## src/design/icb_params.svh

```systemverilog
// Constants of the command bridge: codes, pointers, bits, reset values, times
`ifndef ICB_PARAMS_SVH
`define ICB_PARAMS_SVH

// ---------------------------------------------------------------
// Serial slave address (arbitrary value)
// ---------------------------------------------------------------
`define ICB_SLAVE_ADDR 7'h18

// ---------------------------------------------------------------
// Command codes
// ---------------------------------------------------------------
`define ICB_CMD_SET_PTR 8'he1
`define ICB_CMD_PORT_ADJ 8'hc3
`define ICB_CMD_BUS_RST 8'hb4
`define ICB_CMD_BIT 8'h87
`define ICB_CMD_WR_BYTE 8'ha5
`define ICB_CMD_RD_BYTE 8'h96

// ---------------------------------------------------------------
// Read pointer codes
// ---------------------------------------------------------------
`define ICB_PTR_STATUS 8'hf0
`define ICB_PTR_RDATA 8'he1
`define ICB_PTR_CONFIG 8'hb4

// ---------------------------------------------------------------
// Status bit positions
// ---------------------------------------------------------------
`define ICB_ST_BUSY 0
`define ICB_ST_PRESENCE 1
`define ICB_ST_BITRES 5

// ---------------------------------------------------------------
// Port adjust parameter byte: [7:6] select, [5:0] value
// ---------------------------------------------------------------
`define ICB_ADJ_SEL_HI 7
`define ICB_ADJ_SEL_LO 6
`define ICB_ADJ_VAL_HI 5

// ---------------------------------------------------------------
// Port timing reset values (0: reset low in 4 us, 1: zero low us,
// 2: one low us, 3: sample point us)
// ---------------------------------------------------------------
`define ICB_CFG_RST {8'h0f, 8'h06, 8'h3c, 8'h78}

// ---------------------------------------------------------------
// Timing
// ---------------------------------------------------------------
`define ICB_CLK_NS 10
`define ICB_TICK_NS 1000
`define ICB_PRE_CYC (`ICB_TICK_NS / `ICB_CLK_NS)
`define ICB_SLOT_US 70
`define ICB_PRES_US 70

`endif

```

## src/design/icb_pkg.sv

```systemverilog
// Types shared by the command bridge modules
package icb_pkg;

  // Slave state of the serial host port
  typedef enum logic [5:0] {
    ICB_IDLE = 6'h01,
    ICB_ADDR = 6'h02,
    ICB_ACK = 6'h04,
    ICB_WR = 6'h08,
    ICB_RD = 6'h10,
    ICB_RACK = 6'h20
  } icb_state_e;

  // Line engine state
  typedef enum logic [1:0] {
    ICB_E_IDLE = 2'h1,
    ICB_E_RUN = 2'h2
  } icb_eng_e;

  // Kind of line operation
  typedef enum logic [1:0] {
    ICB_OP_RST = 2'h0,
    ICB_OP_BIT = 2'h1,
    ICB_OP_WR = 2'h2,
    ICB_OP_RD = 2'h3
  } icb_op_e;

  typedef logic [3:0][7:0] icb_cfg_t;

endpackage
```

## src/design/icb_op_if.sv

```systemverilog
// Carrier between the command interpreter and the line engine
interface icb_op_if;
  import icb_pkg::*;
  logic start;
  icb_op_e kind;
  logic [7:0] wdata;
  icb_cfg_t cfg;
  logic done;
  logic [7:0] rdata;
  logic res;
  logic line_oe_n;
  modport ctl (output start, output kind, output wdata, output cfg,
    input done, input rdata, input res, input line_oe_n);
  modport eng (input start, input kind, input wdata, input cfg,
    output done, output rdata, output res, output line_oe_n);
endinterface

```

## src/design/icb_bridge.sv

```systemverilog
// Serial-slave command bridge that runs a single-wire bus master
//
// Overview of operation
// - Port adjust leaves the read pointer on the port configuration register.
// - Successive configuration reads return the next port timing parameter.
// - While busy, refuse bus command codes with no acknowledge, start nothing.
// - Bus reset outcome stays in status for a later read.
// - Status readable while running; busy falls when the result is valid.
// - Byte write only sends; completion shown only by busy falling.
// - Byte read result held in read data register, selected by E1h.
// - Set read pointer accepted during a running byte read, no disturbance.
// - Serial clock is input only, never held low.
// - Repeated reads keep returning the selected register.
// - Acknowledge valid codes and parameters only, never extra bytes.
// - Codes: reset B4h, bit 87h, write A5h, read 96h, pointer E1h.
`include "icb_params.svh"
module icb_bridge
  import icb_pkg::*;
(
  input wire logic clk,
  input wire logic nrst,
  input wire logic scl,
  input wire logic sda_in,
  output logic sda_out,
  output logic sda_oe_n,
  input wire logic line_in,
  output logic line_out,
  output logic line_oe_n,
  output logic line_busy_flag
);

  typedef struct packed {
    logic [1:0] scl_sy;
    logic [1:0] sda_sy;
    logic scl_d;
    logic sda_d;
    icb_state_e st;
    logic [3:0] cnt;
    logic [7:0] sh;
    logic [7:0] tx;
    logic rw;
    logic acked;
    logic mack;
    logic [1:0] bidx;
    logic [7:0] cmd;
    logic [7:0] ptr;
    logic [1:0] cfg_idx;
    icb_cfg_t cfg;
    logic [7:0] rdata;
    logic busy;
    logic presence;
    logic bitres;
    logic start;
    icb_op_e kind;
    logic [7:0] wdata;
    logic sda_oe_n;
  } icb_top_s;

  icb_top_s r;
  icb_top_s n;
  logic scl_rise;
  logic scl_fall;
  logic start_cond;
  logic stop_cond;

  icb_op_if op ();

  icb_line_op u_line (
    .clk(clk),
    .nrst(nrst),
    .line_in(line_in),
    .op(op.eng)
  );

  // ---------------------------------------------------------------
  // Bus conditions seen on the synchronised pins
  // ---------------------------------------------------------------
  assign scl_rise = r.scl_sy[1] && !r.scl_d;
  assign scl_fall = !r.scl_sy[1] && r.scl_d;
  assign start_cond = r.scl_sy[1] && r.scl_d && r.sda_d && !r.sda_sy[1];
  assign stop_cond = r.scl_sy[1] && r.scl_d && !r.sda_d && r.sda_sy[1];

  // ---------------------------------------------------------------
  // Next state: slave protocol, command decode, result capture
  // ---------------------------------------------------------------
  always_comb begin
    logic [7:0] rd_byte;
    logic [7:0] status;
    rd_byte = 8'h00;
    status = 8'h00;
    n = r;
    n.start = 1'b0;
    // Clock is only ever sampled; no stretching path exists
    n.scl_sy = {r.scl_sy[0], scl};
    n.sda_sy = {r.sda_sy[0], sda_in};
    n.scl_d = r.scl_sy[1];
    n.sda_d = r.sda_sy[1];

    // Status stays readable while the engine runs
    status[`ICB_ST_BUSY] = r.busy;
    status[`ICB_ST_PRESENCE] = r.presence;
    status[`ICB_ST_BITRES] = r.bitres;
    unique case (r.ptr)
      `ICB_PTR_RDATA: rd_byte = r.rdata;
      `ICB_PTR_CONFIG: rd_byte = r.cfg[r.cfg_idx];
      default: rd_byte = status;
    endcase

    // Completion: busy falls with the result in place
    if (op.done) begin
      n.busy = 1'b0;
      if (r.kind == ICB_OP_RST) begin
        n.presence = !op.res;
      end
      if (r.kind == ICB_OP_BIT) begin
        n.bitres = op.res;
      end
      if (r.kind == ICB_OP_RD) begin
        n.rdata = op.rdata;
      end
    end

    if (start_cond) begin
      n.st = ICB_ADDR;
      n.cnt = 4'h0;
      n.sda_oe_n = 1'b1;
    end else if (stop_cond) begin
      n.st = ICB_IDLE;
      n.sda_oe_n = 1'b1;
    end else begin
      unique case (r.st)
        ICB_IDLE: n.sda_oe_n = 1'b1;
        ICB_ADDR, ICB_WR: begin
          if (scl_rise) begin
            n.sh = {r.sh[6:0], r.sda_sy[1]};
            n.cnt = r.cnt + 4'h1;
          end else if (scl_fall && r.cnt == 4'h8) begin
            n.acked = 1'b0;
            if (r.st == ICB_ADDR) begin
              n.acked = (r.sh[7:1] == `ICB_SLAVE_ADDR);
              n.rw = r.sh[0];
              n.bidx = 2'h0;
            end else if (r.bidx == 2'h0) begin
              // Command code byte
              n.cmd = r.sh;
              unique case (r.sh)
                `ICB_CMD_SET_PTR: n.acked = 1'b1;
                `ICB_CMD_PORT_ADJ, `ICB_CMD_BIT, `ICB_CMD_WR_BYTE:
                  n.acked = !r.busy;
                `ICB_CMD_BUS_RST, `ICB_CMD_RD_BYTE: begin
                  n.acked = !r.busy;
                  if (!r.busy) begin
                    n.start = 1'b1;
                    n.busy = 1'b1;
                    n.kind = (r.sh == `ICB_CMD_BUS_RST) ? ICB_OP_RST
                                                         : ICB_OP_RD;
                  end
                end
                default: n.acked = 1'b0;
              endcase
            end else if (r.bidx == 2'h1) begin
              // Parameter byte; anything after it is refused
              unique case (r.cmd)
                `ICB_CMD_SET_PTR: begin
                  n.acked = (r.sh == `ICB_PTR_STATUS ||
                             r.sh == `ICB_PTR_RDATA ||
                             r.sh == `ICB_PTR_CONFIG);
                  if (n.acked) begin
                    n.ptr = r.sh;
                    n.cfg_idx = 2'h0;
                  end
                end
                `ICB_CMD_PORT_ADJ: begin
                  n.acked = 1'b1;
                  n.cfg[r.sh[`ICB_ADJ_SEL_HI:`ICB_ADJ_SEL_LO]] =
                    {2'h0, r.sh[`ICB_ADJ_VAL_HI:0]};
                  n.ptr = `ICB_PTR_CONFIG;
                  n.cfg_idx = 2'h0;
                end
                `ICB_CMD_BIT, `ICB_CMD_WR_BYTE: begin
                  n.acked = 1'b1;
                  n.start = 1'b1;
                  n.busy = 1'b1;
                  n.wdata = r.sh;
                  // Write only sends; read data is left alone
                  n.kind = (r.cmd == `ICB_CMD_BIT) ? ICB_OP_BIT : ICB_OP_WR;
                end
                default: n.acked = 1'b0;
              endcase
            end
            // Only data bytes advance the index; the address byte leaves
            // it at zero so the next byte is always the command code
            if (r.st == ICB_WR && r.bidx != 2'h3) begin
              n.bidx = r.bidx + 2'h1;
            end
            n.st = n.acked ? ICB_ACK : ICB_IDLE;
            n.sda_oe_n = !n.acked;
          end
        end
        ICB_ACK: begin
          if (scl_fall) begin
            n.cnt = 4'h0;
            if (r.rw && r.bidx == 2'h0) begin
              // Pointer is kept, so every read repeats its register
              n.st = ICB_RD;
              n.tx = rd_byte;
              n.sda_oe_n = rd_byte[7];
              if (r.ptr == `ICB_PTR_CONFIG) begin
                n.cfg_idx = r.cfg_idx + 2'h1;
              end
            end else begin
              n.st = ICB_WR;
              n.sda_oe_n = 1'b1;
            end
          end
        end
        ICB_RD: begin
          if (scl_fall) begin
            n.cnt = r.cnt + 4'h1;
            n.tx = {r.tx[6:0], 1'b1};
            n.sda_oe_n = r.tx[6];
            if (r.cnt == 4'h7) begin
              n.st = ICB_RACK;
              n.sda_oe_n = 1'b1;
            end
          end
        end
        ICB_RACK: begin
          if (scl_rise) begin
            n.mack = !r.sda_sy[1];
          end else if (scl_fall) begin
            n.cnt = 4'h0;
            n.st = r.mack ? ICB_RD : ICB_IDLE;
            n.tx = rd_byte;
            n.sda_oe_n = r.mack ? rd_byte[7] : 1'b1;
            if (r.mack && r.ptr == `ICB_PTR_CONFIG) begin
              n.cfg_idx = r.cfg_idx + 2'h1;
            end
          end
        end
      endcase
    end
  end

  // ---------------------------------------------------------------
  // State register
  // ---------------------------------------------------------------
  always_ff @(posedge clk or negedge nrst) begin
    if (!nrst) begin
      r <= '{scl_sy: 2'h3, sda_sy: 2'h3, scl_d: 1'b1, sda_d: 1'b1,
             st: ICB_IDLE, cnt: 4'h0, sh: 8'h00, tx: 8'h00, rw: 1'b0,
             acked: 1'b0, mack: 1'b0, bidx: 2'h0, cmd: 8'h00,
             ptr: `ICB_PTR_STATUS, cfg_idx: 2'h0, cfg: `ICB_CFG_RST,
             rdata: 8'h00, busy: 1'b0, presence: 1'b0, bitres: 1'b0,
             start: 1'b0, kind: ICB_OP_RST, wdata: 8'h00, sda_oe_n: 1'b1};
    end else begin
      r <= n;
    end
  end

  // ---------------------------------------------------------------
  // Engine requests and pins from flip-flops; sda_out and line_out tied low
  // ---------------------------------------------------------------
  assign op.start = r.start;
  assign op.kind = r.kind;
  assign op.wdata = r.wdata;
  assign op.cfg = r.cfg;
  assign sda_out = 1'b0; // Open drain: only ever pulls low
  assign sda_oe_n = r.sda_oe_n;
  assign line_out = 1'b0;
  assign line_oe_n = op.line_oe_n;
  assign line_busy_flag = r.busy;

endmodule

```

## src/design/icb_line_op.sv

```systemverilog
// Single-wire line engine: reset, bit and byte slots with adjustable timing
`include "icb_params.svh"
module icb_line_op
  import icb_pkg::*;
(
  input wire logic clk,
  input wire logic nrst,
  input wire logic line_in,
  icb_op_if.eng op
);

  typedef struct packed {
    logic [1:0] line_sy;
    icb_eng_e st;
    icb_op_e kind;
    logic [6:0] pre;
    logic [11:0] t;
    logic [2:0] nbit;
    logic [7:0] sh;
    logic res;
    logic done;
    logic oe_n;
  } icb_eng_s;

  icb_eng_s r;
  icb_eng_s n;
  logic [11:0] low_us;
  logic [11:0] samp_us;
  logic [11:0] end_us;

  // ---------------------------------------------------------------
  // Slot shape from the port timing parameters
  // ---------------------------------------------------------------
  always_comb begin
    if (r.kind == ICB_OP_RST) begin
      low_us = {2'h0, op.cfg[0], 2'h0};
      samp_us = low_us + 12'(`ICB_PRES_US);
      end_us = {low_us[10:0], 1'b0};
    end else begin
      // Reads use the short low time so the slave can answer
      low_us = (r.kind == ICB_OP_RD || r.sh[0]) ? {4'h0, op.cfg[2]}
                                                 : {4'h0, op.cfg[1]};
      samp_us = {4'h0, op.cfg[3]};
      end_us = 12'(`ICB_SLOT_US);
    end
  end

  // ---------------------------------------------------------------
  // Next state
  // ---------------------------------------------------------------
  always_comb begin
    n = r;
    n.done = 1'b0;
    n.line_sy = {r.line_sy[0], line_in};
    unique case (r.st)
      ICB_E_IDLE: begin
        n.oe_n = 1'b1;
        if (op.start) begin
          n.st = ICB_E_RUN;
          n.kind = op.kind;
          n.pre = 7'h00;
          n.t = 12'h000;
          n.nbit = 3'h0;
          // The bit command carries its value in the top bit
          n.sh = (op.kind == ICB_OP_RD) ? 8'hff :
                 (op.kind == ICB_OP_BIT) ? {7'h00, op.wdata[7]} : op.wdata;
        end
      end
      ICB_E_RUN: begin
        n.oe_n = !(r.t < low_us);
        if (r.pre == 7'(`ICB_PRE_CYC - 1)) begin
          n.pre = 7'h00;
          n.t = r.t + 12'h001;
          if (r.t == samp_us) begin
            n.res = r.line_sy[1];
          end
          if (r.t == end_us) begin
            n.t = 12'h000;
            n.sh = {r.res, r.sh[7:1]};
            n.nbit = r.nbit + 3'h1;
            // Byte kinds run eight slots, least significant bit first
            if (r.kind == ICB_OP_RST || r.kind == ICB_OP_BIT ||
                r.nbit == 3'h7) begin
              n.st = ICB_E_IDLE;
              n.done = 1'b1;
              n.oe_n = 1'b1;
            end
          end
        end else begin
          n.pre = r.pre + 7'h01;
        end
      end
    endcase
  end

  // ---------------------------------------------------------------
  // State register
  // ---------------------------------------------------------------
  always_ff @(posedge clk or negedge nrst) begin
    if (!nrst) begin
      r <= '{line_sy: 2'h3, st: ICB_E_IDLE, kind: ICB_OP_RST,
             pre: 7'h00, t: 12'h000, nbit: 3'h0, sh: 8'h00,
             res: 1'b1, done: 1'b0, oe_n: 1'b1};
    end else begin
      r <= n;
    end
  end

  assign op.done = r.done;
  assign op.rdata = r.sh;
  assign op.res = r.res;
  assign op.line_oe_n = r.oe_n;

endmodule

```

## config.mk

```make
export PLATFORM = sky130hd
export DESIGN_NAME = icb_bridge
export DESIGN_NICKNAME = d
export VERILOG_FILES = /design/src/design/icb_pkg.sv /design/src/design/icb_op_if.sv /design/src/design/icb_bridge.sv /design/src/design/icb_line_op.sv
export VERILOG_INCLUDE_DIRS = /design/src /design/src/design
export SDC_FILE = /design/constraint.sdc
export NUM_CORES = 1
export LEC_CHECK = 0
export BUFFER_PORTS_ARGS = -buffer_cell sky130_fd_sc_hd__buf_2
export CAP_MARGIN = 10
export CORE_MARGIN = 5
export CORE_UTILIZATION = 40
export CTS_BUF_LIST = sky130_fd_sc_hd__clkbuf_16
export DETAILED_ROUTE_END_ITERATION = 8
export GPL_TIMING_DRIVEN = 0
export PLACE_DENSITY = 0.61
export SLEW_MARGIN = 20
export SYNTH_ARGS = -nofsm -noshare
export SYNTH_HDL_FRONTEND = slang
export SYNTH_SLANG_ARGS = --single-unit
```

## constraint.sdc

```tcl
create_clock -name clk -period 3.7 [get_ports clk]
set_input_delay 0.185 -clock clk [delete_from_list [all_inputs] [get_ports clk]]
set_output_delay 0.185 -clock clk [all_outputs]
set_load 0.1 [all_outputs]
```

# Word level (Yosys, flattened, before mapping)
# Cells that the tools add are included.
# word_totals
register_bits	149
latch_bits	0
ramBits	0
rom_bits	0
input_bits	5
output_inout_bits	5
elab_cells	307
n_memories	0
# classes
add_sub_neg	7
multipliers	0
div	0
magnitude_cmp	4
n_eq_ne	68
shifts	0
n_mux	122
bitwise_logic	5
reduce_logical	64
# ops
op	n
8-bit == test (second input constant)	13
52-bit two-way mux	2
8-bit two-way mux	13
42-bit two-way mux	2
11-bit two-way mux	7
75-bit two-way mux	1
32-bit two-way mux	2
10-bit two-way mux	6
12-bit two-way mux	5
30-bit case mux with 2 select lines	1
50-bit two-way mux	1
10-bit case mux with 4 select lines	1
2-bit two-way mux	18
1-bit two-way mux	35
34-bit two-way mux	1
2-bit inequality test (second input constant)	17
32-bit bitwise mux	1
4-bit inequality test (second input constant)	7
26-bit two-way mux	1
6-bit two-way mux	4
8-bit case mux with 3 select lines	1
23-bit two-way mux	1
10-bit case mux with 2 select lines	1
10-bit AND reduction	2
other kinds (59)	127

# Logic depth before layout (Yosys ltp)
# depth
word_depth	18
ltp_mapped	11
mapped_depth_nobuf	9

# Cells and area by module
# From an unflattened synthesis, not the netlist that was laid out.
# unflattened
cells_unflattened	800
area_unflattened_um2	8341.8
# modules_own_cells
module	n_inst	cells_per_inst	area_per_inst_um2	seq_area_each_um2
icb_bridge	1	432	5222.5	2735.1
icb_line_op	1	368	3119.2	982.2

# Worst setup path after synthesis
# Ideal clock, no wire load.
# synth_timing
path_type	reg-to-reg
from	register with a tool-made name
to	register u_line.r (netlist bit u_line.op.res)
setup_ps	82
arrival_ps	2328
required_time_ps	3618
path_slack_ps	1290
stages_incl_launch_ff	9
n_path_buf	1
synth_period_minus_slack_ps	2410
cell_sequence	dfstp_2 > clkbuf_1 > a41oi_1 > or3_1 > a21oi_1 > xnor2_1 > nand2_1 > nor4_1 > mux2_2
# synth_rtl
item	line_no	text
end signal: assignment	icb_line_op.sv:101	r <= '{line_sy: 2'h3, st: ICB_E_IDLE, kind: ICB_OP_RST,
end signal: assignment	icb_line_op.sv:105	r <= n;
end: declaration	icb_line_op.sv:25	icb_eng_s r;

==> key figures <==
Outcome
  • Status: completed

Global route
  • Largest net degree at the start of global routing: 96
  • Vias in the first global route: 6065
  • Initial antenna violation count: 0
  • Gr usage total: 0.173
  • Total grt overflow: 0
  • First-pass GRT wire length: between 30 and 40 mm

Hold path
  • Hold crit path type: in -> async

Worst setup path
  • Reg2reg path depth: 10
  • Crit path DAT: 3.16 ns
  • WP data required: between 4 and 5 ns
  • Critical Setup Path Class: reg -> reg
  • Crit-path slowest cell: dfrtp_1
  • Reg2reg end: u_line.op.line_oe_n
  • Crit path largest cell delay: 0.49 ns
  • Cells along the critical path: or2_1 > buf_2 > buf_2 > o221ai_1 > ha_1 > a21o_1 > a21o_1 > a21oi_1 > o2111ai_1 > a211o_1
  • Reg2reg start: u_line.r[33]
  • CP Capture Type: register
  • Startpoint types: register
  • R2R Setup Slk: approximately 0.90 ns
  • Worst-path maximum fanout: 10
  • Crit path from: u_line.r[33]

Floorplan
  • Core ar.: 0.0200 mm^2
  • Initial Utilization: 0.403
  • Die H: 152 um
  • Die ar.: 0.0231 mm^2
  • Boundary pin count: 10
  • Die Wd: 152 um
  • Std-Cell Rows: 52

Synth
  • Ys flop type: dfrtp_1
  • Synth Warn #: 0
  • Synth Area in Simple Gates: 0.189
  • Ys async rst share: 1.00
  • Synth Area in Compound Gates: 0.140
  • Post-synthesis sequential area ratio: 0.460
  • Syn_area_per_cell: 10.2 um^2
  • Post-synth top area share: 0.359
  • Post-synth EDFFs: 0
  • Post-synthesis sequential element count: 147
  • Dominant cell type by area after synthesis: dfrtp_1
  • Synth Area in XOR/XNOR: 0.0325
  • Mux cell area share after synthesis: 0.113
  • Mapped Cells: ~800
  • Most frequent cell after synthesis: dfrtp_1
  • Synth cell types: 74
  • Adder-cell area share of the yosys netlist: 0.0307
  • Dominant cells by area after synthesis: dfrtp_1, dfstp_2, mux2_2
  • Largest family of logic cells by synthesized area: simple AND/OR/NAND/NOR gates
  • Mapped cell area: 0.00808 mm^2
  • Top cells by count, synth: dfrtp_1, nand2_1, mux2_2, nor2_1, o21ai_0

Clock network
  • Post_cts resized: 0
  • Clock Latency Late Sink: 0.43 ns
  • Clock Tree Root: clkbuf_16
  • Clock buffer depth: 2
  • CTS buffer count: 17
  • H-tree Lvls: 4
  • Clock sinks: 147
  • TritonCTS clock tree: done
  • Reg clk slew, reported paths: approximately 0.07 ns
  • Post-CTS Setup Bufs: 0

Pwr
  • Power per cell area: roughly 390 mW/mm^2
  • Leakage power: between 3 and 4 nW
  • Max VDD drop: 296 uV

Finish
  • Layout cells sized above 1: 0.202
  • Fin nets: 846
  • P&R area growth vs syn: 12.6%
  • Register area: 0.00372 mm^2
  • # fillers: 1955
  • ANT cells: 0
  • Multi-input logic area: 0.00408 mm^2

STA
  • Fin. max-slew vios: 0
  • Worst slew pin tran: 0.764 ns
  • Worst Skew: approximately 0.016 ns
  • TNS Setup: 0 ns
  • Slew HR: 0.488
  • Final hold slack: 0.263 ns
  • Final count of hold timing violations: 0
  • # setup viols final: 0
  • RSZ-0062 raised after global routing: no
  • Period utilisation layout: 0.757
  • Fmax: 0.357 GHz
  • Final worst path period need: around 2.8 ns

Place
  • Gpl congestion: 0.920
  • Port-buffer cells: 7
  • Hpwl dp: 13.8 mm

Routing
  • Final ANT Viol Nets: 0
  • Routed wire length: between 15 and 20 mm
  • Vias per cell: ~5.5
  • DRC: 0
  • DR WL/cell: 17.7 um
  • Initial drt markers: roughly 500
  • TritonRoute pass-1 iters: 5
  • Total number of vias: 6131

Flow run
  • Max-cap violations: 0
==> critical path, delay by kind of cell (launching register included) <==
family          cells  cell delay (ns)
compound gates      6             1.25
flops               1             0.49
buf+inv             2             0.39
fa+ha+maj           1             0.32
simple gates        1             0.29
==> repair_timing <==
action,in CTS,in global routing
setup endpoints to repair,0,0
hold buffers,4,0
hold endpoints to repair,55,0
==> worst max path at each step <==
| stage | to | slack [ns] | cells after the start |
|---|---|---|---|
| floorplan | u_line.op.res | 1.29 | 8 |
| global placement | r[94] | 0.22 | 1 |
| detailed placement | u_line.op.line_oe_n | 0.92 | 10 |
| CTS | u_line.op.line_oe_n | 0.90 | 10 |
| global route | register | 0.72 | 7 |
| finish | u_line.op.line_oe_n | 0.90 | 10 |
==> stage by stage <==
stage	util	std cells	total power, mW	instance area (um^2)	setup WS [ns]
after floorplan	-	791	1.85	8080	1.29
after global placement	0.422	1068	1.94	8450	0.217
after detailed placement	0.424	1069	1.95	8490	0.919
after CTS	0.454	1105	3.63	9090	0.902
after global routing	0.454	1105	3.74	9090	0.717
final	0.454	1105	3.58	9090	0.901
==> placed cells by master (no fill, tap or decap), drive strengths merged, types with 10 or more instances in the layout <==
cell type	netlist	routed
and2	10	10
nor2	56	56
nand2b	25	25
nor3	16	16
xnor2	21	21
inv	19	28
nor2b	18	18
dfstp	31	31
nand3	16	16
ha	19	19
a21oi	33	33
nand4	10	10
nand2	82	82
buf	14	22
mux2	63	63
dfrtp	116	116
o21ai	50	50
clkbuf	32	49
==> area by class of cell <==
type	count	area share
inverter	19	0.00784
timing repair buffer	12	0.0124
clock inverter	15	0.0150
sequential	147	0.409
multi-input combinational	579	0.449
clock buffer	17	0.0468
tap	270	0.0372
buffer	46	0.0233
==> kinds of logic (layout without fill, tap and decap cells) <==
family,count (synthesis),in the layout
other cells,1,2
xor+xnor,30,30
mux,73,73
simple gates,286,286
flops,147,147
compound gates,168,168
fa+ha+maj,20,20
buf+inv,65,109
==> power by group <==
group | total (mW) | internal (mW) | leakage (nW) | switching [mW]
sequential | 1.67 | 1.65 | 1.94 | 0.0264
clock | 1.66 | 0.888 | 0.270 | 0.771
combinational | 0.248 | 0.0684 | 1.69 | 0.180
total | 3.58 | 2.60 | 3.90 | 0.977
==> routing by layer <==
| metal | global-route usage | vias up | wire [um] |
|---|---|---|---|
| li1 | - | 2937 | - |
| met1 | 0.236 | 3035 | 9080 |
| met2 | 0.268 | 134 | 9010 |
| met3 | 0.0472 | 25 | 1020 |
| met4 | 0.0604 | 0 | 437 |
| met5 | 0 | - | 0 |
No activity file was read; power rests on OpenSTA's default activity.
